## src/verilog/leu_params.svh

```systemverilog
// Contract
// - Rising-edge enable bit makes a rising edge trigger interrupt and event.
// - Falling-edge enable bit makes a falling edge trigger interrupt and event.
// - Both enables set: every edge of either direction triggers separately.
// - Rising edge during a rising-select write still sets pending.
// - Falling edge during a falling-select write does not set pending.
// - Writing one to a clear software kick bit sets unmasked pending.
// - Software kick bit stays set until its pending flag is cleared.
// - Pending flag sets on selected edge; zero means no trigger seen.
// - Pending flag clears only by writing one; zero leaves it.
// - Edge selects and kick register at 0x08, 0x0C, 0x10, reset zero.
// - Pending register at 0x14; reset clears every flag to zero.
// - Interrupt mask bit per line: one passes request, zero blocks.
// - Event mask bit per line: one passes event, zero blocks.
// - Unmasked event path emits one pulse, never sets pending.
// - Unmasked interrupt path raises request and sets pending flag.
`ifndef LEU_PARAMS_SVH
`define LEU_PARAMS_SVH
// ==========================================================
// Register offsets
`define LEU_OFF_IMASK 8'h00
`define LEU_OFF_EMASK 8'h04
`define LEU_OFF_RISE 8'h08
`define LEU_OFF_FALL 8'h0C
`define LEU_OFF_KICK 8'h10
`define LEU_OFF_PEND 8'h14
// ==========================================================
// Field layout and reset values
`define LEU_LINES 23
`define LEU_IMPL_MASK 23'h67FFFF
`define LEU_RESET_ZERO 23'h000000
`endif

```

## src/verilog/leu_pkg.sv

```systemverilog
`default_nettype none
package leu_pkg;
  typedef logic [22:0] leu_lines_t;
  typedef enum logic [2:0] {
    LEU_SEL_IMASK,
    LEU_SEL_EMASK,
    LEU_SEL_RISE,
    LEU_SEL_FALL,
    LEU_SEL_KICK,
    LEU_SEL_PEND,
    LEU_SEL_NONE
  } leu_sel_t;
endpackage
`default_nettype wire

```

## src/verilog/leu_edge_detect.sv

```systemverilog
`include "leu_params.svh"
`default_nettype none
module leu_edge_detect (
  input wire logic ref_clk,
  input wire logic srst,
  input wire leu_pkg::leu_lines_t line_in,
  output leu_pkg::leu_lines_t rise,
  output leu_pkg::leu_lines_t fall
);
  leu_pkg::leu_lines_t line_prev;

  // ==========================================================
  // Registered copy
  // Loaded with the live level in reset so a line that is already
  // high does not fake a rising edge on the first cycle.
  always_ff @(posedge ref_clk) begin
    line_prev <= line_in;
  end

  // No edge is reported while reset is held
  wire leu_pkg::leu_lines_t live = `LEU_IMPL_MASK & {23{~srst}};

  assign rise = line_in & ~line_prev & live;
  assign fall = ~line_in & line_prev & live;
endmodule
`default_nettype wire

```

## src/verilog/leu_top.sv

```systemverilog
`include "leu_params.svh"
`default_nettype none
module leu_top (
  input wire logic ref_clk,
  input wire logic srst,
  input wire logic psel,
  input wire logic penable,
  input wire logic pwrite,
  input wire logic [7:0] paddr,
  input wire logic [31:0] pwdata,
  output logic [31:0] prdata,
  output logic pready,
  output logic pslverr,
  input wire leu_pkg::leu_lines_t line_in,
  output leu_pkg::leu_lines_t irq_req,
  output leu_pkg::leu_lines_t event_pulse
);
  leu_pkg::leu_lines_t imask;
  leu_pkg::leu_lines_t emask;
  leu_pkg::leu_lines_t rise_sel;
  leu_pkg::leu_lines_t fall_sel;
  leu_pkg::leu_lines_t soft_line_kick;
  leu_pkg::leu_lines_t pending;
  leu_pkg::leu_lines_t rise;
  leu_pkg::leu_lines_t fall;

  // ==========================================================
  // Address decode
  function automatic leu_pkg::leu_sel_t decode(input logic [7:0] addr);
    leu_pkg::leu_sel_t sel;
    sel = leu_pkg::LEU_SEL_NONE;
    unique case (addr)
      `LEU_OFF_IMASK: sel = leu_pkg::LEU_SEL_IMASK;
      `LEU_OFF_EMASK: sel = leu_pkg::LEU_SEL_EMASK;
      `LEU_OFF_RISE: sel = leu_pkg::LEU_SEL_RISE;
      `LEU_OFF_FALL: sel = leu_pkg::LEU_SEL_FALL;
      `LEU_OFF_KICK: sel = leu_pkg::LEU_SEL_KICK;
      `LEU_OFF_PEND: sel = leu_pkg::LEU_SEL_PEND;
      default: sel = leu_pkg::LEU_SEL_NONE;
    endcase
    return sel;
  endfunction

  wire logic setup_ph = psel & ~penable;
  wire logic access_wr = psel & penable & pwrite;
  wire leu_pkg::leu_sel_t sel = decode(paddr);
  wire leu_pkg::leu_lines_t wdata = pwdata[22:0] & `LEU_IMPL_MASK;
  wire logic wr_imask = access_wr && sel == leu_pkg::LEU_SEL_IMASK;
  wire logic wr_emask = access_wr && sel == leu_pkg::LEU_SEL_EMASK;
  wire logic wr_rise = access_wr && sel == leu_pkg::LEU_SEL_RISE;
  wire logic wr_fall = access_wr && sel == leu_pkg::LEU_SEL_FALL;
  wire logic wr_kick = access_wr && sel == leu_pkg::LEU_SEL_KICK;
  wire logic wr_pend = access_wr && sel == leu_pkg::LEU_SEL_PEND;

  // ==========================================================
  // Trigger selection
  leu_edge_detect u_edge (
    .ref_clk(ref_clk),
    .srst(srst),
    .line_in(line_in),
    .rise(rise),
    .fall(fall)
  );

  // Old or new select both count, so a write never hides a rising edge
  wire leu_pkg::leu_lines_t rise_en =
    rise_sel | (wr_rise ? wdata : `LEU_RESET_ZERO);
  // Falling edges are dropped for the whole write cycle
  wire leu_pkg::leu_lines_t fall_en =
    wr_fall ? `LEU_RESET_ZERO : fall_sel;
  wire leu_pkg::leu_lines_t rise_trig = rise & rise_en;
  wire leu_pkg::leu_lines_t fall_trig = fall & fall_en;
  wire leu_pkg::leu_lines_t hw_trig = rise_trig | fall_trig;
  wire leu_pkg::leu_lines_t kick_new =
    wr_kick ? (wdata & ~soft_line_kick) : `LEU_RESET_ZERO;
  wire leu_pkg::leu_lines_t any_trig = hw_trig | kick_new;

  // ==========================================================
  // Pending, kick and outputs
  wire leu_pkg::leu_lines_t pend_clr =
    wr_pend ? wdata : `LEU_RESET_ZERO;
  wire leu_pkg::leu_lines_t pend_set = any_trig & imask;
  // Set wins over a clear landing in the same cycle
  wire leu_pkg::leu_lines_t next_pending =
    (pending & ~pend_clr) | pend_set;
  wire leu_pkg::leu_lines_t next_kick =
    (soft_line_kick | kick_new) & ~pend_clr;
  wire leu_pkg::leu_lines_t next_event = any_trig & emask;

  always_ff @(posedge ref_clk) begin
    if (srst) begin
      imask <= `LEU_RESET_ZERO;
      emask <= `LEU_RESET_ZERO;
      rise_sel <= `LEU_RESET_ZERO;
      fall_sel <= `LEU_RESET_ZERO;
      soft_line_kick <= `LEU_RESET_ZERO;
      pending <= `LEU_RESET_ZERO;
      irq_req <= `LEU_RESET_ZERO;
      event_pulse <= `LEU_RESET_ZERO;
    end else begin
      if (wr_imask) begin
        imask <= wdata;
      end
      if (wr_emask) begin
        emask <= wdata;
      end
      if (wr_rise) begin
        rise_sel <= wdata;
      end
      if (wr_fall) begin
        fall_sel <= wdata;
      end
      soft_line_kick <= next_kick;
      pending <= next_pending;
      irq_req <= next_pending & imask;
      event_pulse <= next_event;
    end
  end

  // ==========================================================
  // Bus answer
  // Read data is caught in the setup phase so it is a flop output in
  // the access phase; the access phase never waits.
  wire leu_pkg::leu_lines_t rd_mux =
    sel == leu_pkg::LEU_SEL_IMASK ? imask :
    sel == leu_pkg::LEU_SEL_EMASK ? emask :
    sel == leu_pkg::LEU_SEL_RISE ? rise_sel :
    sel == leu_pkg::LEU_SEL_FALL ? fall_sel :
    sel == leu_pkg::LEU_SEL_KICK ? soft_line_kick :
    sel == leu_pkg::LEU_SEL_PEND ? pending : `LEU_RESET_ZERO;

  always_ff @(posedge ref_clk) begin
    if (srst) begin
      prdata <= 32'h00000000;
      pready <= 1'b0;
      pslverr <= 1'b0;
    end else begin
      pready <= 1'b1;
      if (setup_ph) begin
        prdata <= {9'h000, rd_mux & `LEU_IMPL_MASK};
        pslverr <= sel == leu_pkg::LEU_SEL_NONE;
      end
    end
  end

  wire leu_pkg::leu_lines_t rise_irq = rise_trig & imask;
  wire leu_pkg::leu_lines_t fall_irq = fall_trig & imask;
  wire leu_pkg::leu_lines_t both_irq = (rise | fall) & rise_sel &
    fall_sel & imask;
  wire leu_pkg::leu_lines_t kick_irq = wdata & ~soft_line_kick & imask;
  wire leu_pkg::leu_lines_t rise_ev = rise_trig & emask;
  wire leu_pkg::leu_lines_t kept = pending & ~wdata;
endmodule
`default_nettype wire

```

## config.mk

```make
export PLATFORM = sky130hd
export DESIGN_NAME = leu_top
export DESIGN_NICKNAME = d
export VERILOG_FILES = /design/src/verilog/leu_pkg.sv /design/src/verilog/leu_edge_detect.sv /design/src/verilog/leu_top.sv
export VERILOG_INCLUDE_DIRS = /design/src /design/src/verilog
export SDC_FILE = /design/constraint.sdc
export NUM_CORES = 1
export LEC_CHECK = 0
export ABC_AREA = 1
export ABC_CLOCK_PERIOD_IN_PS = 2900
export BUFFER_PORTS_ARGS = -buffer_cell sky130_fd_sc_hd__buf_2
export CORE_MARGIN = 4
export CORE_UTILIZATION = 30
export CTS_CLUSTER_DIAMETER = 120
export DETAILED_ROUTE_END_ITERATION = 7
export GPL_TIMING_DRIVEN = 0
export SLEW_MARGIN = 20
export SYNTH_ARGS = -nofsm -noshare
export SYNTH_HDL_FRONTEND = slang
export SYNTH_SLANG_ARGS = --single-unit
export TNS_END_PERCENT = 30
```

## constraint.sdc

```tcl
create_clock -name ref_clk -period 2.9 [get_ports ref_clk]
set_input_delay 0 -clock ref_clk [delete_from_list [all_inputs] [get_ports ref_clk]]
set_output_delay 0 -clock ref_clk [all_outputs]
set_load 0.005 [all_outputs]
```

## After elaboration in Yosys (flattened, before gate mapping)

Cells that the tools add are included.

- Flip-flop bits (word level): 222
- Bits of input ports: 68
- Output and inout port bits: 80
- Logic and storage cells: 69

- Equal/unequal tests: 11
- Mux-type cells: 12
- Bitwise gates (word level): 26
- Reductions and logical operators: 8

Operators with widths:

| cell | count |
|---|---|
| 23-bit AND | 12 |
| 23-bit 2-to-1 mux | 10 |
| 23-bit bitwise OR | 5 |
| 23-bit NOT | 4 |
| 3-bit one-hot mux with 6 select lines | 1 |
| 8-bit by 4-bit equality test with 1-bit output, second input constant | 2 |
| 8-bit by 5-bit equality test with 1-bit output, second input constant | 2 |
| 3-bit equality test, second input constant | 3 |
| 8-bit by 3-bit equality test with 1-bit output, second input constant | 1 |
| 8-bit logical NOT | 1 |
| 3-bit by 2-bit equality test with 1-bit output, second input constant | 2 |
| 1-bit logical AND | 6 |
| 1-bit AND | 3 |
| 3-bit by 1-bit equality test with 1-bit output, second input constant | 1 |
| 3-bit logical NOT | 1 |
| 1-bit NOT | 2 |
| 1-bit 2-to-1 mux | 1 |

## Logic depth before layout (Yosys ltp)

- Word-level depth: 12
- Gate-level depth with buffers: 11
- Gate-level depth less buffers: 11

## Hierarchy

Synthesis repeated with hierarchy kept, for this count alone.

- Cells, all modules: 1318
- Area total of the unflattened synthesis: 9261.4 µm²

By module, submodules not included:

| module | instances | cells each | area each (µm²) | sequential area each (µm²) |
|---|---|---|---|---|
| leu_top | 1 | 1161 | 8277.9 | 3823.7 |
| leu_edge_detect | 1 | 157 | 983.4 | 420.4 |

## Least setup slack after synthesis

OpenSTA, ideal clock, no wires.

- Path kind: in2reg
- Start point: in paddr[7]
- End point: reg irq_req[5]
- Library setup time: 0.117 ns
- Arrival time: 0.957 ns
- Required time: 2.783 ns
- Setup slack: 1.825 ns
- Stages: 9
- Buffers on the path: 1
- Path through: nor2_2 > nand2_4 > inv_4 > nand3_2 > buf_2 > nand4_1 > nand3_1 > nand2_1 > a21oi_1

- Word-level cells in the longest chain between the ends: 12
- Elaborated cells between the ends (all ways): 29
- Those cells by class: 9 x eq/ne; 5 x mux; 10 x bitwise; 5 x reduce/logical

Ends and longest elaborated chain:

| item | RTL line | RTL |
|---|---|---|
| from (decl) | leu_top.sv:9 | `input wire logic [7:0] paddr,` |
| 8-bit by 5-bit equality test with 1-bit output, or another cell as far along | leu_top.sv:32 | `unique case (addr)` |
| 3-bit one-hot mux with 6 select lines (*) | leu_top.sv:32 |  |
| 3-bit by 2-bit equality test with 1-bit output | leu_top.sv:50 | `wire logic wr_rise = access_wr && sel == leu_pkg::LEU_SEL_RISE;` |
| 1-bit logical AND | leu_top.sv:50 |  |
| 23-bit 2-to-1 mux (no line) | - |  |
| 23-bit bitwise OR | leu_top.sv:67 | `` rise_sel \| (wr_rise ? wdata : `LEU_RESET_ZERO); `` |
| 23-bit AND | leu_top.sv:71 | `wire leu_pkg::leu_lines_t rise_trig = rise & rise_en;` |
| 23-bit bitwise OR | leu_top.sv:73 | `wire leu_pkg::leu_lines_t hw_trig = rise_trig \| fall_trig;` |
| 23-bit bitwise OR | leu_top.sv:76 | `wire leu_pkg::leu_lines_t any_trig = hw_trig \| kick_new;` |
| 23-bit AND | leu_top.sv:82 | `wire leu_pkg::leu_lines_t pend_set = any_trig & imask;` |
| 23-bit bitwise OR (*) | leu_top.sv:85 | `(pending & ~pend_clr) \| pend_set;` |
| 23-bit AND (*) | leu_top.sv:115 | `irq_req <= next_pending & imask;` |
| to (signal assigned) | leu_top.sv:98 | `` irq_req <= `LEU_RESET_ZERO; `` |
| to (signal assigned) | leu_top.sv:115 |  |
| to (decl) | leu_top.sv:15 | `output leu_pkg::leu_lines_t irq_req,` |

Every way passes the cells marked *; elsewhere a longest branch is shown, timed or not.
A chain may end at the register's enable or synchronous reset.

## Worst setup path in the final report

- Start point: in paddr[0]
- End point: reg irq_req[11]

Same word-level chain as after synthesis.

==> results.md <==
- Run status: finished clean
- Post-DR wirelength/cell: 18.5 µm
- Setup Buffers After CTS: 0
- Maximum clock frequency: 0.515 GHz
- Switching share of total power: 23.4%
- R2r setup slk: 1.69 ns
- Initial antenna violation count: 0
- TritonCTS clock tree: yes
- TritonCTS Buffers: 24
- Clk pin slew, worst setup/hold paths: 0.06 ns
- I/O Buffers: approximately 120
- CP Max Fanout: 10
- Cells after synthesis: roughly 1.3k
- # resized after CTS: 0
- Combinational share of power: 5.6%
- Synth warn: 0
- Internal: 4.92 mW
- Antenna Diode Count: 0
- Drt total wl: 34,900 µm
- Post-synth top area share: a little under half
- Slew Limit Headroom: about two fifths
- Worst hold margin: 0.0258 ns
- Core ar.: about 31,000 µm²
- Startpoint types: input port
- DR pass1 iterations: 5
- Clk sinks: 212
- Number of synthesized register bits: roughly 210
- # setup viols final: 0
- Final core occ: a little under two fifths
- Fin crit period: 1.94 ns
- Chip width: 184 µm
- Static leakage: 5.13 nW
- Vias in the first global route: between 8k and 9k
- Die ar.: 33,900 µm²
- Worst Path Required: 3.34 ns
- Layout Skew: between 0.01 and 0.015 ns
- Period Utilization, post-route: 67.0%
- Cell taking the most area after synthesis: dfxtp_1
- Total Routing Usage GR: 19.8%
- Skew-Pair Late Insertion Delay: 0.53 ns
- Antenna Violating Nets Remaining: 0
- Cell Pwr Density: 548 nW/µm²
- Sw Pwr: around 1.5 mW
- Post-synthesis async set-or-reset flop share: 0%
- Initial core utilization: 30.4%
- DP HPWL: 23,600 µm
- Top cells by count, synth: nand2_1 (284), dfxtp_1 (212), a21oi_1 (156)
- Fin. Hold Viols: 0
- Clock power frac: 48.6%
- EDFF count, synth: 0
- Htree depth: 1
- Register area share after synthesis: 45.6%
- Fraction of layout cells with a size suffix above 1: approximately a fifth
- Count leader, synth: nand2_1
- Num rows: 64
- Top Ports: ~150
- Total gr overflow: 0
- VDD IR max: ~0.44 mV
- Mapped Area: 9310 µm²
- Setup TNS: 0 ns
- Top FF cell, synth: dfxtp_1
- DRC violations left: 0
- Die height: 184 µm
- Main area contributors after synthesis: dfxtp_1 (46%), nand2_1 (11%), a21oi_1 (8.4%), nand3_1 (6.6%), nor2_1 (4.9%)
- First-pass GRT wire length: 51,700 µm
- Clock Tree Buf Depth: 3
- 1st-iter DRT viols: 964
- Crit. End Element: flip-flop
- Hold Crit Class: in2reg
- Fin. max-slew vios: 0
- Critical Path AT: 2.38 ns
- WS Path Type: in2reg
- Maxcap violations: 0
- CTS root buffer: clkbuf_16
- DR vias/cell: 5.03
- RD Place Congestion: slightly above 0.9
- Average size of a mapped cell: 7.30 µm²
- Synth cell types: 30
- RSZ-0062 raised after global routing: false
- Area Growth Syn to Fin: 25.9%
- Layout fillers: about 3.3k
- Slew @ Worst Pin: 0.876 ns
- Final #Nets: 1,548
- Largest net degree at the start of global routing: 14
- Sequential share of power: 45.7%
- Via count: 9,500
==> area by class of cell <==
class,count,area (µm²),area share [%]
inverters,111,419,3.58
flip-flops and latches,212,4240,36.2
plain buffers,85,492,4.20
repair buffers,165,1060,9.01
clock inverters,9,105,0.897
clock buffers,31,698,5.96
well taps,396,495,4.23
multi-input cells,881,4210,35.9
==> routing by layer <==
metal	GRT usage [%]	wire [µm]	up-vias
met3	2.94	3030	77
met1	26.5	14500	4429
met4	6.18	1190	0
met5	0	0	-
met2	32.9	16200	461
li1	-	-	4533
==> power by group through the flow <==
stage | Sequential, mW | Combinational [mW] | Clock, mW
after floorplan | 3.00 | 0.140 | 0
after global placement | 3.00 | 0.301 | 0
after detailed placement | 3.00 | 0.304 | 0
after CTS | 2.94 | 0.358 | 3.16
after global routing | 2.94 | 0.387 | 3.28
final | 2.94 | 0.363 | 3.12
==> stage by stage <==
step / setup WS, ns / total power [mW] / cell area (µm²) / instances
CTS: 0.971 / 6.46 / 11700 / 1890
detailed placement: 0.834 / 3.31 / 10500 / 1804
finish: 0.958 / 6.42 / 11700 / 1890
global placement: 0.851 / 3.30 / 10500 / 1804
global route: 0.899 / 6.61 / 11700 / 1890
floorplan: 1.83 / 3.14 / 9360 / 1289
==> path summary, 6_finish.rpt <==
check                                    from                 endpoint  cells past startpoint
setup / recovery                     paddr[0]   irq_req[11]$_SDFF_PP0_                     13
hold / removal                       paddr[6]     pslverr$_SDFFE_PP0P_                      5
hold reg to reg       prdata[12]$_SDFFE_PP0P_  prdata[12]$_SDFFE_PP0P_                      2
setup reg to reg  u_edge.line_prev[0]$_DFF_P_    irq_req[0]$_SDFF_PP0_                      8
==> cell families after synthesis <==
| family | share of synthesized area (%) |
|---|---|
| buf+inv | 9.78 |
| flops | 45.6 |
| other cells | 0.0403 |
| compound gates | 13.7 |
| simple gates | 30.9 |
==> cell usage in the layout, fill, tap and decap left out, types with 4 or more instances in the layout <==
| master | instances |
|---|---|
| a21oi_1 | 156 |
| a21oi_2 | 12 |
| buf_1 | 9 |
| buf_2 | 145 |
| buf_4 | 22 |
| buf_6 | 6 |
| clkbuf_1 | 21 |
| clkbuf_16 | 25 |
| clkbuf_8 | 5 |
| clkinv_2 | 4 |
| conb_1 | 15 |
| dfxtp_1 | 212 |
| dlygate4sd3_1 | 46 |
| inv_1 | 104 |
| inv_2 | 5 |
| nand2_1 | 284 |
| nand2_2 | 14 |
| nand3_1 | 122 |
| nand3_2 | 26 |
| nand4_1 | 20 |
| nor2_1 | 121 |
| nor2_2 | 5 |
| nor2_4 | 4 |
| nor3b_1 | 18 |
| o21ai_0 | 59 |
| o21ai_1 | 18 |
==> sequential cells by signal, summed over array words and instances (netlist names) <==
signal,flops
prdata,21
soft_line_kick,21
rise_sel,21
u_edge.line_prev,21
pready,1
pslverr,1
imask,21
fall_sel,21
irq_req,21
emask,21
pending,21
event_pulse,21
==> critical path, stage by stage <==
cell           delay (ns)
dlygate4sd3_1        0.54
buf_2                0.13
nor2_2               0.09
dlygate4sd3_1        0.57
nand2_2              0.09
nor2_8               0.20
buf_8                0.20
nand3_2              0.08
nand2_1              0.07
nand2_1              0.06
nand3_2              0.08
nand2_2              0.06
a21oi_2              0.19
==> timing repair <==
item | in CTS | in global routing
hold buffers | 46 | 0
endpoints found under the setup margin | 0 | 0
endpoints found under the hold margin | 186 | 0
Power figures use the tool's default switching activity.
